<file path="src/rtl/sfph_pkg.sv">
// constants and types for the flash protect and hold block
package sfph_pkg;

  // ----------------------------------------
  // pin synchroniser slots
  // ----------------------------------------
  localparam int PIN_CNT = 5;
  localparam int PIN_SCLK = 0;
  localparam int PIN_CS_N = 1;
  localparam int PIN_HOLD_N = 2;
  localparam int PIN_WP_N = 3;
  localparam int PIN_DIN = 4;

  // ----------------------------------------
  // array geometry and protection fields
  // ----------------------------------------
  localparam int SECTOR_CNT = 128;
  localparam int SECTOR_W = 7;
  localparam int BIT_CNT_W = 3;
  localparam int PROT_W = 3;
  localparam logic [2:0] PROT_NONE = 3'h0;
  localparam logic [2:0] PROT_ALL = 3'h7;
  localparam logic [7:0] RANGE_BASE = 8'h02;
  localparam logic [1:0] LOCK_RST = 2'h0;
  localparam logic [2:0] PROT_RST = 3'h0;

  // ----------------------------------------
  // timing
  // ----------------------------------------
  localparam int CLK_MHZ = 200;
  localparam int PUW_TIME_US = 1000;
  localparam int PUW_CYCLES = PUW_TIME_US * CLK_MHZ;
  localparam int PUW_CNT_W = 18;

  // ----------------------------------------
  // commands handed over by the decoder
  // ----------------------------------------
  typedef enum logic [3:0] {
    CMD_NONE,
    CMD_WRITE_ARM,
    CMD_WRITE_DISARM,
    CMD_STATUS_STORE,
    CMD_LOCKREG_STORE,
    CMD_LOCKREG_FETCH,
    CMD_OTP_WRITE,
    CMD_PAGE_WRITE,
    CMD_PAGE_WRITE_TWO_LANE,
    CMD_BLOCK4K_WIPE,
    CMD_BLOCK64K_WIPE,
    CMD_FULL_ARRAY_WIPE,
    CMD_SLEEP,
    CMD_WAKE
  } sfph_cmd_e;

  // ----------------------------------------
  // hold states
  // ----------------------------------------
  typedef enum logic [1:0] {
    HS_RUN,
    HS_HOLD,
    HS_LOCKOUT
  } sfph_hold_e;

endpackage : sfph_pkg

</file>
<file path="src/rtl/sfph_top.sv">
// write protection, lock registers and hold logic of the serial flash
`timescale 1ns/1ps

// Overview of operation
// - program, erase, status store run only after whole multiples of eight clocks
// - data-changing commands need the write arm latch set beforehand
// - arm latch clears at power-up and on completion of listed commands
// - modifying commands blocked until power-up wait timer expires
// - deep sleep ignores write, program and erase commands
// - each 64-Kbyte sector has a write-lock and a lock-down bit
// - write-locked sector rejects page writes and 4K/64K block wipes, not OTP write or full wipe
// - lock-down freezes both sector bits until next power-up
// - lock registers are fetched and stored by dedicated commands
// - sector protected if lock bit or range protects it
// - top mode codes protect highest 2..64 sectors, 7 all, 0 none
// - bottom mode codes protect lowest 2..64 sectors, 7 all, 0 none
// - full array wipe only with all prot_size bits zero
// - write-protect pin with freeze enable makes status read-only
// - hold pauses transfer, keeps bit count and running cycles
// - hold starts only while selected
// - hold begins on hold fall with clock low, else next clock low
// - hold ends on hold rise with clock low, else next clock low
// - during hold output floats and input and clock are ignored
// - deselect in hold resets interface; raise hold before reselecting
// - input sampled on rising clock, output driven from falling clock
// - deep sleep entered by sleep command, left only by wake command
module sfph_top #(
  parameter int PUW_CYCLES = sfph_pkg::PUW_CYCLES
) (
  // clock, reset, enable
  input wire logic core_clk,
  input wire logic rst,
  input wire logic ce,
  // serial pins
  input wire logic spi_clk,
  input wire logic cs_n,
  input wire logic hold_n,
  input wire logic wp_n,
  input wire logic serial_in_pin,
  output logic serial_out_pin_o,
  output logic serial_out_pin_oe_n,
  // decoder side
  input wire logic cmd_valid,
  input wire sfph_pkg::sfph_cmd_e cmd_code,
  input wire logic [sfph_pkg::SECTOR_W-1:0] cmd_sector,
  input wire logic [1:0] lock_wdata,
  input wire logic [sfph_pkg::PROT_W-1:0] prot_size_wdata,
  input wire logic top_bottom_wdata,
  input wire logic freeze_wdata,
  input wire logic tx_bit,
  output logic rx_bit,
  output logic rx_strobe,
  // array engine side
  input wire logic op_done,
  output logic exec_go,
  output logic exec_refuse,
  output sfph_pkg::sfph_cmd_e exec_cmd,
  output logic [sfph_pkg::SECTOR_W-1:0] exec_sector,
  // status and lock readback
  output logic write_arm_latch,
  output logic op_busy,
  output logic deep_sleep,
  output logic powerup_done,
  output logic hold_active,
  output logic [sfph_pkg::PROT_W-1:0] prot_size,
  output logic top_bottom_select,
  output logic status_freeze_enable,
  output logic [1:0] lock_rdata
);

  // ----------------------------------------
  // pin synchronisers
  // ----------------------------------------
  logic [sfph_pkg::PIN_CNT-1:0] pin_raw;
  logic [sfph_pkg::PIN_CNT-1:0] sync1_ff;
  logic [sfph_pkg::PIN_CNT-1:0] sync2_ff;
  logic sclk_d_ff;
  logic cs_n_d_ff;
  logic hold_n_d_ff;
  assign pin_raw = {serial_in_pin, wp_n, hold_n, cs_n, spi_clk};

  genvar gp;
  generate
    for (gp = 0; gp < sfph_pkg::PIN_CNT; gp++) begin : g_sync
      always_ff @(posedge core_clk) begin
        if (rst) begin
          sync1_ff[gp] <= (gp != sfph_pkg::PIN_SCLK);
          sync2_ff[gp] <= (gp != sfph_pkg::PIN_SCLK);
        end else if (ce) begin
          sync1_ff[gp] <= pin_raw[gp];
          sync2_ff[gp] <= sync1_ff[gp];
        end
      end
    end
  endgenerate

  always_ff @(posedge core_clk) begin
    if (rst) begin
      sclk_d_ff <= 1'b0;
      cs_n_d_ff <= 1'b1;
      hold_n_d_ff <= 1'b1;
    end else if (ce) begin
      sclk_d_ff <= sync2_ff[sfph_pkg::PIN_SCLK];
      cs_n_d_ff <= sync2_ff[sfph_pkg::PIN_CS_N];
      hold_n_d_ff <= sync2_ff[sfph_pkg::PIN_HOLD_N];
    end
  end

  wire sclk_s = sync2_ff[sfph_pkg::PIN_SCLK];
  wire cs_n_s = sync2_ff[sfph_pkg::PIN_CS_N];
  wire hold_n_s = sync2_ff[sfph_pkg::PIN_HOLD_N];
  wire sclk_rise = sclk_s && !sclk_d_ff;
  wire sclk_fall = !sclk_s && sclk_d_ff;
  wire cs_rise = cs_n_s && !cs_n_d_ff;
  wire cs_fall = !cs_n_s && cs_n_d_ff;
  wire hold_fall = !hold_n_s && hold_n_d_ff;

  // ----------------------------------------
  // hold state machine
  // ----------------------------------------
  sfph_pkg::sfph_hold_e hs_ff;
  sfph_pkg::sfph_hold_e nxt_hs;
  logic hold_req_ff;
  wire selected = !cs_n_s && (hs_ff != sfph_pkg::HS_LOCKOUT);
  wire running = selected && (hs_ff == sfph_pkg::HS_RUN);

  always_comb begin
    nxt_hs = hs_ff;
    case (hs_ff)
      sfph_pkg::HS_RUN: begin
        if (selected && hold_req_ff && !hold_n_s && !sclk_s) begin
          nxt_hs = sfph_pkg::HS_HOLD;
        end
      end
      sfph_pkg::HS_HOLD: begin
        if (cs_n_s) begin
          nxt_hs = sfph_pkg::HS_LOCKOUT;
        end else if (hold_n_s && !sclk_s) begin
          nxt_hs = sfph_pkg::HS_RUN;
        end
      end
      sfph_pkg::HS_LOCKOUT: begin
        if (hold_n_s && cs_n_s) begin
          nxt_hs = sfph_pkg::HS_RUN;
        end
      end
      default: nxt_hs = sfph_pkg::HS_RUN;
    endcase
  end

  always_ff @(posedge core_clk) begin
    if (rst) begin
      hs_ff <= sfph_pkg::HS_RUN;
      hold_req_ff <= 1'b0;
    end else if (ce) begin
      hs_ff <= nxt_hs;
      if (hold_n_s || cs_n_s) begin
        hold_req_ff <= 1'b0;
      end else if (hold_fall && selected) begin
        hold_req_ff <= 1'b1;
      end
    end
  end
  assign hold_active = (hs_ff == sfph_pkg::HS_HOLD);

  // ----------------------------------------
  // bit counter and serial data
  // ----------------------------------------
  logic [sfph_pkg::BIT_CNT_W-1:0] bit_cnt_ff;
  logic rx_bit_ff;
  logic rx_strobe_ff;
  logic dout_ff;
  logic dout_oe_n_ff;

  always_ff @(posedge core_clk) begin
    if (rst) begin
      bit_cnt_ff <= '0;
      rx_bit_ff <= 1'b0;
      rx_strobe_ff <= 1'b0;
      dout_ff <= 1'b0;
      dout_oe_n_ff <= 1'b1;
    end else if (ce) begin
      rx_strobe_ff <= 1'b0;
      dout_oe_n_ff <= !running;
      if (cs_fall || (hold_active && cs_n_s)) begin
        bit_cnt_ff <= '0;
      end else if (running && sclk_rise) begin
        bit_cnt_ff <= bit_cnt_ff + 1'b1;
        rx_bit_ff <= sync2_ff[sfph_pkg::PIN_DIN];
        rx_strobe_ff <= 1'b1;
      end
      if (running && sclk_fall) begin
        dout_ff <= tx_bit;
      end
    end
  end
  assign serial_out_pin_o = dout_ff;
  assign serial_out_pin_oe_n = dout_oe_n_ff;
  assign rx_bit = rx_bit_ff;
  assign rx_strobe = rx_strobe_ff;

  // ----------------------------------------
  // command capture and protection checks
  // ----------------------------------------
  sfph_pkg::sfph_cmd_e cmd_ff;
  logic [sfph_pkg::SECTOR_W-1:0] sect_ff;
  logic cmd_pend_ff;
  logic arm_ff;
  logic busy_ff;
  logic sleep_ff;
  logic [sfph_pkg::PUW_CNT_W-1:0] puw_cnt_ff;
  logic puw_done_ff;
  logic [2:0] prot_ff;
  logic tb_ff;
  logic freeze_ff;
  logic [sfph_pkg::SECTOR_CNT-1:0] wlock_ff;
  logic [sfph_pkg::SECTOR_CNT-1:0] ldown_ff;
  logic go_ff;
  logic refuse_ff;
  logic [1:0] lock_rd_ff;

  always_ff @(posedge core_clk) begin
    if (rst) begin
      cmd_pend_ff <= 1'b0;
      cmd_ff <= sfph_pkg::CMD_NONE;
      sect_ff <= '0;
    end else if (ce) begin
      if (cs_fall || cs_rise) begin
        cmd_pend_ff <= 1'b0;
      end else if (cmd_valid && running) begin
        cmd_pend_ff <= 1'b1;
        cmd_ff <= cmd_code;
        sect_ff <= cmd_sector;
      end
    end
  end

  wire is_prog = (cmd_ff == sfph_pkg::CMD_OTP_WRITE) || (cmd_ff == sfph_pkg::CMD_PAGE_WRITE)
    || (cmd_ff == sfph_pkg::CMD_PAGE_WRITE_TWO_LANE);
  wire is_sect_wipe = (cmd_ff == sfph_pkg::CMD_BLOCK4K_WIPE) || (cmd_ff == sfph_pkg::CMD_BLOCK64K_WIPE);
  wire is_full_wipe = (cmd_ff == sfph_pkg::CMD_FULL_ARRAY_WIPE);
  wire is_status = (cmd_ff == sfph_pkg::CMD_STATUS_STORE);
  wire is_lock_st = (cmd_ff == sfph_pkg::CMD_LOCKREG_STORE);
  wire needs_mod8 = is_prog || is_sect_wipe || is_full_wipe || is_status;
  wire is_modify = needs_mod8 || is_lock_st;
  wire targets_sect = (is_prog && cmd_ff != sfph_pkg::CMD_OTP_WRITE) || is_sect_wipe;
  wire is_cycle = is_prog || is_sect_wipe || is_full_wipe || is_status;
  wire frame_end = cs_rise && hs_ff == sfph_pkg::HS_RUN && cmd_pend_ff;

  wire [7:0] range_cnt = sfph_pkg::RANGE_BASE << (prot_ff - 3'h1);
  wire [7:0] sect_ext = {1'b0, sect_ff};
  wire top_hit = sect_ext >= (8'(sfph_pkg::SECTOR_CNT) - range_cnt);
  wire bot_hit = sect_ext < range_cnt;
  wire range_hit = (prot_ff == sfph_pkg::PROT_ALL)
    || ((prot_ff != sfph_pkg::PROT_NONE) && (tb_ff ? bot_hit : top_hit));
  wire sect_prot = wlock_ff[sect_ff] || range_hit;
  wire status_frozen = freeze_ff && !sync2_ff[sfph_pkg::PIN_WP_N];

  wire bad_mod8 = needs_mod8 && (bit_cnt_ff != '0);
  wire bad_arm = is_modify && !arm_ff;
  wire bad_state = is_modify && (!puw_done_ff || busy_ff);
  wire bad_sleep = sleep_ff && (cmd_ff != sfph_pkg::CMD_WAKE);
  wire bad_prot = (targets_sect && sect_prot) || (is_full_wipe && prot_ff != sfph_pkg::PROT_NONE)
    || (is_status && status_frozen);
  wire accept = frame_end && !(bad_mod8 || bad_arm || bad_state || bad_sleep || bad_prot);
  wire reject = frame_end && !accept;

  always_ff @(posedge core_clk) begin
    if (rst) begin
      go_ff <= 1'b0;
      refuse_ff <= 1'b0;
      arm_ff <= 1'b0;
      busy_ff <= 1'b0;
      sleep_ff <= 1'b0;
      puw_cnt_ff <= '0;
      puw_done_ff <= 1'b0;
      prot_ff <= sfph_pkg::PROT_RST;
      tb_ff <= 1'b0;
      freeze_ff <= 1'b0;
      lock_rd_ff <= sfph_pkg::LOCK_RST;
    end else if (ce) begin
      go_ff <= accept;
      refuse_ff <= reject;
      if (!puw_done_ff) begin
        puw_cnt_ff <= puw_cnt_ff + 1'b1;
        puw_done_ff <= (puw_cnt_ff == sfph_pkg::PUW_CNT_W'(PUW_CYCLES - 1));
      end
      if (accept && cmd_ff == sfph_pkg::CMD_WRITE_ARM) begin
        arm_ff <= 1'b1;
      end else if ((accept && (cmd_ff == sfph_pkg::CMD_WRITE_DISARM || is_lock_st)) || (busy_ff && op_done)) begin
        arm_ff <= 1'b0;
      end
      if (accept && is_cycle) begin
        busy_ff <= 1'b1;
      end else if (op_done) begin
        busy_ff <= 1'b0;
      end
      if (accept && cmd_ff == sfph_pkg::CMD_SLEEP) begin
        sleep_ff <= 1'b1;
      end else if (accept && cmd_ff == sfph_pkg::CMD_WAKE) begin
        sleep_ff <= 1'b0;
      end
      if (accept && is_status) begin
        prot_ff <= prot_size_wdata;
        tb_ff <= top_bottom_wdata;
        freeze_ff <= freeze_wdata;
      end
      if (accept && cmd_ff == sfph_pkg::CMD_LOCKREG_FETCH) begin
        lock_rd_ff <= {ldown_ff[sect_ff], wlock_ff[sect_ff]};
      end
    end
  end

  // ----------------------------------------
  // per-sector lock registers
  // ----------------------------------------
  genvar gs;
  generate
    for (gs = 0; gs < sfph_pkg::SECTOR_CNT; gs++) begin : g_lock
      always_ff @(posedge core_clk) begin
        if (rst) begin
          {ldown_ff[gs], wlock_ff[gs]} <= sfph_pkg::LOCK_RST;
        end else if (ce && accept && is_lock_st && sect_ff == sfph_pkg::SECTOR_W'(gs) && !ldown_ff[gs]) begin
          {ldown_ff[gs], wlock_ff[gs]} <= lock_wdata;
        end
      end

    end
  endgenerate

  assign exec_go = go_ff;
  assign exec_refuse = refuse_ff;
  assign exec_cmd = cmd_ff;
  assign exec_sector = sect_ff;
  assign write_arm_latch = arm_ff;
  assign op_busy = busy_ff;
  assign deep_sleep = sleep_ff;
  assign powerup_done = puw_done_ff;
  assign prot_size = prot_ff;
  assign top_bottom_select = tb_ff;
  assign status_freeze_enable = freeze_ff;
  assign lock_rdata = lock_rd_ff;
endmodule : sfph_top

</file>
<file path="config.mk">
export PLATFORM = sky130hd
export DESIGN_NAME = sfph_top
export DESIGN_NICKNAME = d
export VERILOG_FILES = /design/src/rtl/sfph_pkg.sv /design/src/rtl/sfph_top.sv
export SDC_FILE = /design/constraint.sdc
export NUM_CORES = 1
export LEC_CHECK = 0
export BUFFER_PORTS_ARGS = -buffer_cell sky130_fd_sc_hd__buf_2
export CAP_MARGIN = 20
export CORE_ASPECT_RATIO = 0.6
export CORE_MARGIN = 10
export CORE_UTILIZATION = 60
export CTS_CLUSTER_SIZE = 10
export DETAILED_ROUTE_END_ITERATION = 6
export HOLD_SLACK_MARGIN = 0.1
export PLACE_DENSITY = 0.78
export SLEW_MARGIN = 10
export SYNTH_ARGS = -nofsm -noshare
export SYNTH_HDL_FRONTEND = slang
export SYNTH_SLANG_ARGS = --single-unit
</file>
<file path="constraint.sdc">
create_clock -name core_clk -period 3.4 [get_ports core_clk]
set_input_delay 0.68 -clock core_clk [delete_from_list [all_inputs] [get_ports core_clk]]
set_output_delay 0.68 -clock core_clk [all_outputs]
set_load 0.02 [all_outputs]
</file>
==> metrics.txt <==
power density cells 470.0 nW/um^2; Post-Route Hold Slack 0.3903 ns; max frequency 0.3244 GHz; Sink Count 322; initial antenna violation count 1; max-slew violation count 0; Crit Path Max Fanout 13; kind of end point of the critical path register; Slew headroom 0.3597; area of the core 24,000 um^2; I/O pins 58; CTS Buf Count 38; P_leak 5.399 nW; Post-CTS Setup Inserts 0; vias in the first global route 11.79k; Vias 12.70k; total of max-cap violations 0; hold_buf cts 0; synthesis-to-finish area growth 11.55%; Worst-Margin Slew 0.9591 ns; wire per inst 27.19 um; CTS tree built; sequential share of the synthesized area 0.4434; worst slack, placed 0.4090 ns; CTS resizes 0; Yosys cell types 57; Remaining DRCs 0; Setup TNS 0 ns; FF+latch count, synth 322; asr flop ratio synth 0; Fin. Hold Viols 0; initial core utilization 0.6057; length of the first detailed-routing pass in iterations 5; maximum VDD drop 0.3306 mV; synthesized area 14,540 um^2; EDFF count, synth 0; Hold Path Class in -> reg; Clk Latency, worst-skew pair 0.52 ns; Die X 221.0 um; HPWL after DPL 29,530 um; die height 140.6 um; port bufs 57; Crit path arrival time 3.53 ns; mean area per synthesized cell 11.04 um^2; skew final 0.01573 ns; Cells after Synth 1,317; CP required 3.85 ns; H-tree levels 2; Post-Syn Nets 1,361; FP Rows 44; WL final 45,060 um; routed vias/inst 7.664; largest net degree at the start of global routing 193; Setup violations, final 0; global-route wire length before repair 69,940 um; # fillers 1,810; Synth Flop Type dfxtp_1; Yosys warning total 0; run status finished, final reports clean; Startpoint Class register; GPL Wtd Cong 0.9648; crit path kind reg -> reg; Final period util 0.9067; Iter 0 DRT Violations 2,260; Final Critical Period 3.083 ns; total track usage 0.2756; final worst slack 0.3172 ns; post-route ant nets 0; die footprint 31,060 um^2; RSZ-0062 raised after global routing false; CTS Root Cell clkbuf_16; global route overflow 0; share of layout cells above drive strength 1 0.1814; clk slew on worst S/H paths 0.06 ns; Max clock buf depth 3; Layout Nets 1,371
==> cell usage after synthesis, types with 6 or more instances <==
cell,instances,area share
mux4_2,72,0.11
xnor2_1,9,0.0054
o311ai_0,125,0.075
inv_1,17,0.0044
nor2_1,66,0.017
mux2i_1,47,0.032
nand2_1,61,0.016
nor2b_1,12,0.0052
o2bb2ai_1,128,0.077
o21ai_0,16,0.0055
dfxtp_1,322,0.44
buf_1,21,0.0054
or3_1,6,0.0026
a21oi_1,13,0.0045
o41ai_1,129,0.078
nand4_1,9,0.0039
xor2_1,10,0.0060
and3_1,6,0.0026
a22oi_1,8,0.0041
nand3_1,29,0.010
buf_2,25,0.0086
ha_1,15,0.013
clkbuf_1,95,0.025
==> routing by layer <==
metal	vias to the layer above	part of all wire	track usage	wire (um)
li1	5442	-	-	-
met1	6252	0.43	0.4018	19310
met2	901	0.41	0.3725	18260
met3	104	0.14	0.09395	6403
met4	0	0.024	0.08256	1077
met5	-	0	0	0
==> registers in the layout, indices dropped and copies added (netlist names), 2 cells and up <==
name,cells
ldown_ff,128
wlock_ff,128
puw_cnt_ff,18
exec_sector,7
sync1_ff,5
exec_cmd,4
bit_cnt_ff,3
prot_size,3
hs_ff,2
lock_rdata,2
sync2_ff,2
==> final timing paths <==
check	depth (start not counted)	startpoint	end	slack, ns
min reg2reg	2	sync1_ff[4]	sync1_ff[4]	0.47
max	12	prot_size[1]	exec_go	0.32
max reg2reg	12	prot_size[1]	exec_go	0.32
min	3	wp_n	sync1_ff[3]	0.39
==> power breakdown <==
group / switching, mW / internal, mW / leakage [nW]
Sequential: 0.0129 / 3.78 / 2.60
Combinational: 0.140 / 0.0539 / 2.29
Clock: 1.50 / 2.13 / 0.511
Total: 1.65 / 5.97 / 5.40
==> worst max-delay path, stage by stage, from the launching register on <==
cell,delay [ns]
dfxtp_1,0.31
buf_4,0.18
or3_1,0.36
ha_1,0.23
xnor2_1,0.18
ha_1,0.27
a21oi_1,0.16
o21ai_0,0.13
a221oi_1,0.36
o21ai_0,0.15
a22oi_1,0.40
nand2_1,0.12
a31oi_1,0.17
==> metrics by stage <==
| stage | util | total power [mW] | area [um^2] | cells |
|---|---|---|---|---|
| floorplan | - | 4.002 | 14540 | 1317 |
| global placement | 0.6317 | 4.063 | 15160 | 1609 |
| detailed placement | 0.6317 | 4.066 | 15160 | 1609 |
| CTS | 0.6755 | 7.617 | 16210 | 1656 |
| global route | 0.6755 | 7.776 | 16210 | 1656 |
| finish | 0.6756 | 7.622 | 16220 | 1657 |
==> final cells by class <==
class	instances	area, um^2	share of cell area
Inverter	18	72.57	0.004475
Clock buffer	46	1045	0.06442
Tap cell	322	402.9	0.02484
Sequential cell	322	6454	0.3980
Antenna cell	1	2.502	0.0001543
Timing Repair Buffer	114	788.3	0.04861
Multi-Input combinational cell	833	7445	0.4591
Clock inverter	1	7.507	0.0004629
==> layout by cell type (no fill, tap or decap), drive strengths merged, types with 10 or more instances in the layout <==
cell and n:
o41ai 129, inv 18, o21ai 16, mux4 72, ha 15, o311ai 129
dfxtp 322, o2bb2ai 128, a21oi 13, clkbuf 46, xor2 10, nor2b 12
buf 114, nand3 29, nor2 66, nand2 61, mux2i 47
==> logic make-up after synthesis <==
kind of cell / share of synthesized area
simple gates: 0.07729
fa+ha+maj: 0.01291
mux: 0.1462
buf+inv: 0.04501
compound gates: 0.2637
flops: 0.4434
xor+xnor: 0.01145
No activity file was read; power rests on OpenSTA's default activity.
